$ cat src/sssc_pkg.sv
// package of constants for the sequence setup block
// What this block does
// - bit0 clear follows run input, set forces on
// - bit2 clear honours forward prohibit input
// - bit3 clear honours reverse prohibit input
// - bit4 picks rotation or current-limit status
// - bit5 set auto-clears momentary stop alarm
// - abnormal stop brakes, or coasts when bit6
// - bit7 keeps brake applied after stop
// - bit6 set, bit8 clear opens brake
// - bit8 set stops over-travel by torque
// - bit9 set holds position, no loop
// - bitA clear clears counter on off-alarm
// - bitb clear enables PI to P switch
// - bits d,C choose switch criterion
// - bitF enables pulse-stop in position mode
// - internal speed rejects pulses, limits off
// - setup changes apply after power cycle
// - word2 bit2 clear gives position mode
// - bitF picks gain reduction or pulse stop
`default_nettype none
package sssc_pkg;
  localparam logic [11:0] SSSC_OFF_SEQ_SETUP = 12'h000;
  localparam logic [11:0] SSSC_OFF_CMD_SETUP = 12'h004;
  localparam logic [11:0] SSSC_OFF_ACTIVE = 12'h008;
  localparam logic [11:0] SSSC_OFF_STATUS = 12'h00C;
  localparam logic [11:0] SSSC_OFF_IRQ_STAT = 12'h010;
  localparam logic [11:0] SSSC_OFF_IRQ_MASK = 12'h014;
  localparam logic [15:0] SSSC_SEQ_RESET = 16'h20EC;
  localparam logic [15:0] SSSC_CMD_RESET = 16'h0408;
  localparam int SSSC_B_RUN_FORCE = 0;
  localparam int SSSC_B_FWD_IGN = 2;
  localparam int SSSC_B_REV_IGN = 3;
  localparam int SSSC_B_STAT_SEL = 4;
  localparam int SSSC_B_AUTO_CLR = 5;
  localparam int SSSC_B_COAST = 6;
  localparam int SSSC_B_BRAKE_HOLD = 7;
  localparam int SSSC_B_OT_TORQUE = 8;
  localparam int SSSC_B_OT_HOLD = 9;
  localparam int SSSC_B_KEEP_DEV = 10;
  localparam int SSSC_B_NO_PSW = 11;
  localparam int SSSC_B_PSW_LO = 12;
  localparam int SSSC_B_PSW_HI = 13;
  localparam int SSSC_B_PSTOP = 15;
  localparam int SSSC_B_INT_SPEED = 2;
  localparam int SSSC_N_EVT = 4;
  localparam int SSSC_E_ALARM = 0;
  localparam int SSSC_E_OTRAVEL = 1;
  localparam int SSSC_E_ABSTOP = 2;
  localparam int SSSC_E_DEVCLR = 3;
  typedef enum logic [1:0]
  {
    SSSC_PSW_TORQUE = 2'b00,
    SSSC_PSW_SPEED = 2'b01,
    SSSC_PSW_ACCEL = 2'b10,
    SSSC_PSW_DEV = 2'b11
  } sssc_psw_t;
  typedef enum logic [2:0]
  {
    SSSC_ST_IDLE = 3'b000,
    SSSC_ST_RUN = 3'b001,
    SSSC_ST_STOPPING = 3'b010,
    SSSC_ST_STOPPED = 3'b011,
    SSSC_ST_HOLD = 3'b100
  } sssc_state_t;
endpackage
`default_nettype wire

$ cat src/sssc_edge.sv
// rising edge detector for a synchronous input
`default_nettype none
module sssc_edge
(
  // clock and reset
  input wire logic clk_sys,
  input wire logic rstn,
  // level in, pulse out
  input wire logic level,
  output logic rise
);
  logic prev_q;
  always_ff @(posedge clk_sys or negedge rstn)
  begin
    if (!rstn)
      prev_q <= 1'b0;
    else
      prev_q <= level;
  end
  assign rise = level & ~prev_q;
endmodule
`default_nettype wire

$ cat src/sssc_irq.sv
// sticky event bits with mask and write-one-to-clear
`default_nettype none
module sssc_irq
  import sssc_pkg::*;
(
  // clock and reset
  input wire logic clk_sys,
  input wire logic rstn,
  // events and software access
  input wire logic [SSSC_N_EVT-1:0] evt,
  input wire logic [SSSC_N_EVT-1:0] clr,
  input wire logic [SSSC_N_EVT-1:0] mask_d,
  input wire logic mask_we,
  output logic [SSSC_N_EVT-1:0] stat_q,
  output logic [SSSC_N_EVT-1:0] mask_q,
  output logic irq_q
);
  // set beats clear so a coincident event is kept
  always_ff @(posedge clk_sys or negedge rstn)
  begin
    if (!rstn)
    begin
      stat_q <= '0;
      mask_q <= '0;
      irq_q <= 1'b0;
    end
    else
    begin
      stat_q <= (stat_q & ~clr) | evt;
      if (mask_we)
        mask_q <= mask_d;
      irq_q <= |(((stat_q & ~clr) | evt) & mask_q);
    end
  end
endmodule
`default_nettype wire

$ cat src/sssc_top.sv
// sequence setup decode and stop sequencing with apb registers
//
// Added by the designer: the APB register port and the placing of the registers.
`default_nettype none
module sssc_top
  import sssc_pkg::*;
(
  // clock and reset
  input wire logic clk_sys,
  input wire logic rstn,
  // apb slave
  input wire logic psel,
  input wire logic penable,
  input wire logic pwrite,
  input wire logic [11:0] paddr,
  input wire logic [31:0] pwdata,
  output logic [31:0] prdata,
  output logic pready,
  output logic pslverr,
  // controller inputs
  input wire logic run_input,
  input wire logic forward_travel_prohibit,
  input wire logic reverse_travel_prohibit,
  input wire logic forward_current_limit_input,
  input wire logic reverse_current_limit_input,
  input wire logic shared_input,
  input wire logic command_pulse_in,
  // motor side inputs
  input wire logic rotation_detect,
  input wire logic current_limit_detect,
  input wire logic motor_stopped,
  input wire logic abnormal_stop,
  input wire logic power_recovered,
  input wire logic alarm_event,
  input wire logic psw_torque_over,
  input wire logic psw_speed_over,
  input wire logic psw_accel_over,
  input wire logic psw_dev_over,
  // outputs
  output logic servo_on_q,
  output logic fwd_permit_q,
  output logic rev_permit_q,
  output logic status_out_q,
  output logic servo_alarm_q,
  output logic dyn_brake_q,
  output logic estop_torque_q,
  output logic pos_loop_en_q,
  output logic dev_clear_q,
  output logic p_control_q,
  output logic pulse_accept_q,
  output logic gain_reduce_q,
  output logic irq_q
);
  // power-on value only: stored setup must survive rstn, or writes never apply
  logic [15:0] seq_shadow_q = SSSC_SEQ_RESET;
  logic [15:0] cmd_shadow_q = SSSC_CMD_RESET;
  logic [15:0] seq_act_q;
  logic [15:0] cmd_act_q;
  logic loaded_q;
  sssc_state_t state_q;
  sssc_state_t state_d;
  logic ot_q;
  logic [SSSC_N_EVT-1:0] stat_q;
  logic [SSSC_N_EVT-1:0] mask_q;
  logic pwr_rise;
  logic alm_rise;
  logic abn_rise;

  // apb decode
  wire acc = psel & penable;
  wire wr = acc & pwrite;
  wire hit_seq = paddr == SSSC_OFF_SEQ_SETUP;
  wire hit_cmd = paddr == SSSC_OFF_CMD_SETUP;
  wire hit_act = paddr == SSSC_OFF_ACTIVE;
  wire hit_sta = paddr == SSSC_OFF_STATUS;
  wire hit_ist = paddr == SSSC_OFF_IRQ_STAT;
  wire hit_msk = paddr == SSSC_OFF_IRQ_MASK;
  wire hit_any = hit_seq | hit_cmd | hit_act | hit_sta | hit_ist | hit_msk;
  wire [31:0] status_word = {16'h0000, 8'h00, 1'b0, state_q, ot_q, servo_alarm_q,
    dyn_brake_q, servo_on_q};
  wire [31:0] rd_mux =
    hit_seq ? {16'h0000, seq_shadow_q} :
    hit_cmd ? {16'h0000, cmd_shadow_q} :
    hit_act ? {cmd_act_q, seq_act_q} :
    hit_sta ? status_word :
    hit_ist ? {28'h000_0000, stat_q} :
    hit_msk ? {28'h000_0000, mask_q} : 32'h0000_0000;

  // shadow words are kept through reset, like stored parameters
  always_ff @(posedge clk_sys)
  begin
    if (wr && hit_seq)
      seq_shadow_q <= pwdata[15:0];
    if (wr && hit_cmd)
      cmd_shadow_q <= pwdata[15:0];
  end

  // active setup copies are taken once after reset release only
  always_ff @(posedge clk_sys or negedge rstn)
  begin
    if (!rstn)
    begin
      seq_act_q <= SSSC_SEQ_RESET;
      cmd_act_q <= SSSC_CMD_RESET;
      loaded_q <= 1'b0;
    end
    else
    begin
      loaded_q <= 1'b1;
      if (!loaded_q)
      begin
        seq_act_q <= seq_shadow_q;
        cmd_act_q <= cmd_shadow_q;
      end
    end
  end

  // zero wait state answer, error on unmapped address
  always_ff @(posedge clk_sys or negedge rstn)
  begin
    if (!rstn)
    begin
      prdata <= 32'h0000_0000;
      pready <= 1'b0;
      pslverr <= 1'b0;
    end
    else
    begin
      pready <= psel & ~penable;
      pslverr <= psel & ~penable & ~hit_any;
      prdata <= (psel & ~penable & ~pwrite) ? rd_mux : 32'h0000_0000;
    end
  end

  // decode of the active word
  wire run_forced = seq_act_q[SSSC_B_RUN_FORCE];
  wire int_speed = cmd_act_q[SSSC_B_INT_SPEED];
  wire pstop_en = seq_act_q[SSSC_B_PSTOP];
  wire coast = seq_act_q[SSSC_B_COAST];
  wire ot_torque = seq_act_q[SSSC_B_OT_TORQUE];
  wire ot_hold = seq_act_q[SSSC_B_OT_HOLD];
  wire fwd_ok = seq_act_q[SSSC_B_FWD_IGN] | ~forward_travel_prohibit;
  wire rev_ok = seq_act_q[SSSC_B_REV_IGN] | ~reverse_travel_prohibit;
  wire over_travel = ~fwd_ok | ~rev_ok;
  wire run_req = (run_forced | run_input) & ~servo_alarm_q;
  sssc_psw_t psw_sel;
  assign psw_sel = sssc_psw_t'({seq_act_q[SSSC_B_PSW_HI], seq_act_q[SSSC_B_PSW_LO]});
  wire psw_hit = (psw_sel == SSSC_PSW_TORQUE) ? psw_torque_over :
    (psw_sel == SSSC_PSW_SPEED) ? psw_speed_over :
    (psw_sel == SSSC_PSW_ACCEL) ? psw_accel_over : psw_dev_over;
  // shared input: both limit inputs off blocks pulses in speed mode
  wire pulse_ok = int_speed ? (forward_current_limit_input | reverse_current_limit_input)
    : ~(pstop_en & shared_input);
  // brake open after stop when coasting without torque stop
  wire brake_after = (coast & ~ot_torque) ? 1'b0 : seq_act_q[SSSC_B_BRAKE_HOLD];

  sssc_edge u_pwr
  (
    .clk_sys(clk_sys),
    .rstn(rstn),
    .level(power_recovered),
    .rise(pwr_rise)
  );
  sssc_edge u_alm
  (
    .clk_sys(clk_sys),
    .rstn(rstn),
    .level(alarm_event),
    .rise(alm_rise)
  );
  sssc_edge u_abn
  (
    .clk_sys(clk_sys),
    .rstn(rstn),
    .level(abnormal_stop),
    .rise(abn_rise)
  );

  // stop sequencer
  always_comb
  begin
    state_d = state_q;
    case (state_q)
      SSSC_ST_IDLE:
        if (run_req && !abnormal_stop)
          state_d = SSSC_ST_RUN;
      SSSC_ST_RUN:
        if (abnormal_stop || over_travel || !run_req)
          state_d = SSSC_ST_STOPPING;
      SSSC_ST_STOPPING:
        if (motor_stopped)
          state_d = (ot_q && ot_hold && run_req) ? SSSC_ST_HOLD : SSSC_ST_STOPPED;
      SSSC_ST_STOPPED:
        if (!abnormal_stop && !over_travel)
          state_d = SSSC_ST_IDLE;
      SSSC_ST_HOLD:
        if (!over_travel || !run_req)
          state_d = SSSC_ST_IDLE;
      default:
        state_d = SSSC_ST_IDLE;
    endcase
  end

  wire stopping = state_q == SSSC_ST_STOPPING;
  wire stopped = state_q == SSSC_ST_STOPPED;
  wire brake_d = stopping ? ~coast & ~(ot_q & ot_torque) :
    stopped ? brake_after : 1'b0;
  wire servo_d = (state_q == SSSC_ST_RUN) | (state_q == SSSC_ST_HOLD) |
    (stopping & ot_q & ot_torque);
  wire dev_clr_d = alm_rise & ~servo_on_q & ~seq_act_q[SSSC_B_KEEP_DEV];
  wire alarm_set = alm_rise | (pwr_rise & ~seq_act_q[SSSC_B_AUTO_CLR]);
  wire alarm_clr = pwr_rise & seq_act_q[SSSC_B_AUTO_CLR];

  always_ff @(posedge clk_sys or negedge rstn)
  begin
    if (!rstn)
    begin
      state_q <= SSSC_ST_IDLE;
      ot_q <= 1'b0;
      servo_alarm_q <= 1'b0;
    end
    else
    begin
      state_q <= state_d;
      if (state_q == SSSC_ST_RUN && state_d == SSSC_ST_STOPPING)
        ot_q <= over_travel & ~abnormal_stop;
      else if (state_d == SSSC_ST_IDLE)
        ot_q <= 1'b0;
      if (alarm_set)
        servo_alarm_q <= 1'b1;
      else if (alarm_clr)
        servo_alarm_q <= 1'b0;
    end
  end

  always_ff @(posedge clk_sys or negedge rstn)
  begin
    if (!rstn)
    begin
      servo_on_q <= 1'b0;
      fwd_permit_q <= 1'b0;
      rev_permit_q <= 1'b0;
      status_out_q <= 1'b0;
      dyn_brake_q <= 1'b0;
      estop_torque_q <= 1'b0;
      pos_loop_en_q <= 1'b0;
      dev_clear_q <= 1'b0;
      p_control_q <= 1'b0;
      pulse_accept_q <= 1'b0;
      gain_reduce_q <= 1'b0;
    end
    else
    begin
      servo_on_q <= servo_d;
      fwd_permit_q <= fwd_ok;
      rev_permit_q <= rev_ok;
      status_out_q <= seq_act_q[SSSC_B_STAT_SEL] ? current_limit_detect : rotation_detect;
      dyn_brake_q <= brake_d;
      estop_torque_q <= stopping & ot_q & ot_torque;
      // no position loop while locked after over-travel
      pos_loop_en_q <= (state_q == SSSC_ST_RUN) & ~int_speed;
      dev_clear_q <= dev_clr_d;
      p_control_q <= ~seq_act_q[SSSC_B_NO_PSW] & psw_hit;
      pulse_accept_q <= pulse_ok & command_pulse_in & servo_d;
      gain_reduce_q <= ~int_speed & ~pstop_en & shared_input;
    end
  end

  sssc_irq u_irq
  (
    .clk_sys(clk_sys),
    .rstn(rstn),
    .evt({dev_clr_d, abn_rise, stopping & ot_q & motor_stopped, alarm_set}),
    .clr((wr && hit_ist) ? pwdata[SSSC_N_EVT-1:0] : {SSSC_N_EVT{1'b0}}),
    .mask_d(pwdata[SSSC_N_EVT-1:0]),
    .mask_we(wr & hit_msk),
    .stat_q(stat_q),
    .mask_q(mask_q),
    .irq_q(irq_q)
  );

  a_status_select: assert property (@(posedge clk_sys) disable iff (!rstn)
    seq_act_q[SSSC_B_STAT_SEL] |=> status_out_q == $past(current_limit_detect))
    else $error("status output source wrong");
  a_forced_run: assert property (@(posedge clk_sys) disable iff (!rstn)
    (run_forced && !servo_alarm_q && state_q == SSSC_ST_IDLE && !abnormal_stop)
    |=> state_q == SSSC_ST_RUN)
    else $error("forced run not entered");
  a_fwd_permit: assert property (@(posedge clk_sys) disable iff (!rstn)
    seq_act_q[SSSC_B_FWD_IGN] |=> fwd_permit_q)
    else $error("forward blocked while ignored");
  a_rev_permit: assert property (@(posedge clk_sys) disable iff (!rstn)
    (!seq_act_q[SSSC_B_REV_IGN] && reverse_travel_prohibit) |=> !rev_permit_q)
    else $error("reverse not blocked");
  a_active_frozen: assert property (@(posedge clk_sys) disable iff (!rstn)
    loaded_q |=> $stable(seq_act_q))
    else $error("active setup changed while running");
  a_coast_brake: assert property (@(posedge clk_sys) disable iff (!rstn)
    (stopped && coast && !ot_torque) |=> !dyn_brake_q)
    else $error("brake held in coast mode");
  a_auto_clear: assert property (@(posedge clk_sys) disable iff (!rstn)
    (alarm_clr && !alm_rise) |=> !servo_alarm_q)
    else $error("alarm not auto-cleared");
  a_speed_pulses: assert property (@(posedge clk_sys) disable iff (!rstn)
    (int_speed && !forward_current_limit_input && !reverse_current_limit_input)
    |=> !pulse_accept_q)
    else $error("pulse accepted with limits off");
  c_run_stop: cover property (@(posedge clk_sys) disable iff (!rstn)
    state_q == SSSC_ST_RUN ##[1:20] state_q == SSSC_ST_STOPPED);
  c_hold: cover property (@(posedge clk_sys) disable iff (!rstn) state_q == SSSC_ST_HOLD);
  c_irq: cover property (@(posedge clk_sys) disable iff (!rstn) irq_q);
endmodule
`default_nettype wire

$ cat config.mk
export PLATFORM = sky130hd
export DESIGN_NAME = sssc_top
export DESIGN_NICKNAME = d
export VERILOG_FILES = /design/src/sssc_pkg.sv /design/src/sssc_edge.sv /design/src/sssc_irq.sv /design/src/sssc_top.sv
export SDC_FILE = /design/constraint.sdc
export NUM_CORES = 1
export LEC_CHECK = 0
export BUFFER_PORTS_ARGS = -buffer_cell sky130_fd_sc_hd__buf_2
export CAP_MARGIN = 0
export CORE_MARGIN = 4
export CORE_UTILIZATION = 35
export DETAILED_ROUTE_END_ITERATION = 8
export RECOVER_POWER = 100
export SYNTH_ARGS = -nofsm -noshare
export SYNTH_HDL_FRONTEND = slang
export SYNTH_SLANG_ARGS = --single-unit
export TNS_END_PERCENT = 5
$ cat constraint.sdc
create_clock -name clk_sys -period 3.9 [get_ports clk_sys]
set_clock_uncertainty 0.05 [all_clocks]
set_input_delay 0.39 -clock clk_sys [delete_from_list [all_inputs] [get_ports clk_sys]]
set_output_delay 0.39 -clock clk_sys [all_outputs]
set_load 0.05 [all_outputs]
==> out/summary.txt <==
Crit-path max cell delay: 1050 ps
Worst flop-to-flop path endpoint: seq_act_q[15]
Root buf cell: clkbuf_16
Util after Layout: 0.444
Static Leak: 2.54 nW
CP top delay family: simple AND/OR/NAND/NOR gates
Clk slew on worst S/H paths: 60 ps
Worst Hold Class: input pin to register
Grt peak-use layer: met2
Flops & latches, synth: 127
# Max-Cap Violations: 3
Post-Syn Nets: 397
Failing checks: max-capacitance violations, max-slew violations
Ys async rst share: 0.748
First-pass GRT wire length: 17.4 mm
Crit start category: input pin
Port bufs: 96
# hold bufs at CTS: 0
Hpwl dp: 7.78 mm
CP Max Fanout: 20
Power per Cell Area: 564 nW/µm²
Setup TNS: 0 ps
Critical path's most frequent cell: clkbuf_1
Global placer's final weighted congestion: 0.864
Final net count: 505
RSZ-0062 raised after global routing: no
Antenna cells: 0
Layout cells sized above 1: 0.181
Least-Margin Pin Slew: 2560 ps
Synth Flop Type: dfrtp_1
DIE AREA: 16100 µm²
FF-to-FF Start: loaded_q
Post-CTS Resized: 0
Crit path DAT: 2820 ps
Post-CTS setup buffer count: 0
GR Overflow Total: 0
Synth Cell Area: 4940 µm²
CP endpoint: seq_shadow_q[11]
Post-synth EDFFs: 32
1st-iter DRT viols: 231
Mapped Avg Cell Area: 14.9 µm²
Final worst-path cycle share: 0.733
Ordered list of cells on the worst path: clkbuf_1 > nor4_1 > clkbuf_1 > and2_0
Filler cells: 1298
Critical Path Start: paddr[2]
Tot GR Track Use: 0.145
Largest net degree at the start of global routing: 49
Total core area: 13900 µm²
Die width: 127 µm
Max stage delay cell, worst path: and2_0
CTS tree: done
CTS Sinks: 127
Fmax: 350 MHz
Bufs and invs on worst path: 2
CP Data Required Time: 3870 ps
I/O Pins: 113
Slew Viols, Final: 125
Final wirelength: 11.2 mm
Area Growth Syn to Fin: 24.7%
Vias per inst: 4.89
Initial antenna violation count: 0
Sequential area share after synthesis: 0.677
Via count: 3091
Drt pass-1 iters: 6
Routing usage on met2: 0.233
CTS H-tree lvls: 4
FF-to-FF path depth: 2
Post-route ant nets: 0
Netlist cell types: 57
CTS Buf Count: 17
CP Class: input pin to register
DRC: 0
Bufs on Longest Clock Path: 2
CP Depth: 4
Synthesized instance count: 331
Row count: 43
Starting Density: 0.356
Peak VDD IR: 0.293 mV
DR WL/cell: 17.7 µm
Worst setup EP type: register
Status: finished with violations
Hold Vio Cnt, Final: 0
Grt met1 use: 0.188
Die height: 127 µm
Slew headroom: -0.707
Finish-stage setup viols: 0
GRT met3 Usage: 0.0442
Clk Latency, worst-skew pair: 410 ps
Period minus WS final: 2860 ps
Ys Warns: 0
Vias in the first global route: 3275
Worst reg-to-reg setup slack: 1580 ps
## layer usage
layer  share of wire  vias up  routed length [µm]
met4           0.013        0                 145
li1                -     1446                   -
met5               0        -                   0
met1            0.44     1535                4900
met3           0.048       12                 539
met2            0.50       98                5610
## placed cells by master (no fill, tap or decap), types with 4 or more instances in the layout
cell type  synthesis  routed
dfrtp_1           87      87
clkbuf_1           6      67
mux2_1            38      38
buf_2              1      33
edfxtp_1          32      32
clkbuf_16          0      17
nor2_1            16      16
and2_0             0      14
nor2b_1            8       8
mux2i_1            8       8
a222oi_1           8       8
nand3_1            8       8
and2_1            21       7
nand2_1            7       7
a21oi_1            6       6
nor3_1             4       5
inv_1              5       5
dfstp_2            8       5
nand2b_1           4       4
mux4_2             4       4
and3_1             4       4
bufinv_16          0       4
## worst min path at each step
stage | startpoint | to | slack [ps] | cells after the start
final | power_recovered | u_pwr.prev_q | 60 | 1
after global routing | power_recovered | u_pwr.prev_q | 50 | 1
after CTS | power_recovered | u_pwr.prev_q | 40 | 1
after detailed placement | seq_act_q[11] | p_control_q | 410 | 1
after global placement | seq_act_q[11] | p_control_q | 400 | 1
after floorplan | rstn | cmd_act_q[0] | 40 | 0
## stage by stage
stage	setup slack (ps)	cell area [µm²]	power [mW]	std cells	hold slack [ps]
floorplan	1230	4940	1.70	331	44.4
global placement	1260	5640	1.83	600	397
detailed placement	1220	5640	1.83	600	407
CTS	1650	6280	3.51	632	40.6
global route	767	6160	3.61	632	51.7
finish	1040	6160	3.47	632	63.6
## Yosys cell counts, drive strengths merged (6+ instances only)
library cell	number	area [µm²]
dfrtp	87	2180
mux2	41	462
edfxtp	32	961
and2	21	131
nor2	16	60.1
nand3	9	50.1
a222oi	8	80.1
dfstp	8	210
mux2i	8	80.1
nor2b	8	50.1
nand2	7	26.3
a21oi	6	30.0
buf	6	27.5
clkbuf	6	22.5
## flip-flops by register name (all words and copies together), names as in the netlist, 3 cells and up
name and flops:
cmd_act_q 16, seq_act_q 16, state_q 3, prdata 32, u_irq.mask_q 4, cmd_shadow_q 16
seq_shadow_q 16, u_irq.stat_q 4
## report_power, final
group | leakage (nW) | total (mW) | internal (mW) | switching, mW
clock | 0.310 | 1.67 | 1.10 | 0.569
combinational | 0.750 | 0.319 | 0.106 | 0.213
sequential | 1.48 | 1.48 | 1.42 | 0.0558
## layout make-up
cell class	count	area, µm²	share of cell area
Sequential cell	127	3350	0.543
Multi-Input combinational cell	187	1510	0.245
Clock buffer	19	453	0.0735
Timing Repair Buffer	101	424	0.0688
Tap cell	180	225	0.0365
Clock inverter	13	184	0.0298
Inverter	5	18.8	0.00305
## kinds of logic after synthesis
logic type	Yosys count	share of synthesized area
flops	127	0.677
simple gates	90	0.112
mux	53	0.128
compound gates	42	0.0668
buf+inv	17	0.0139
xor+xnor	1	0.00177
other cells	1	0.000759
Power figures use the tool's default switching activity.
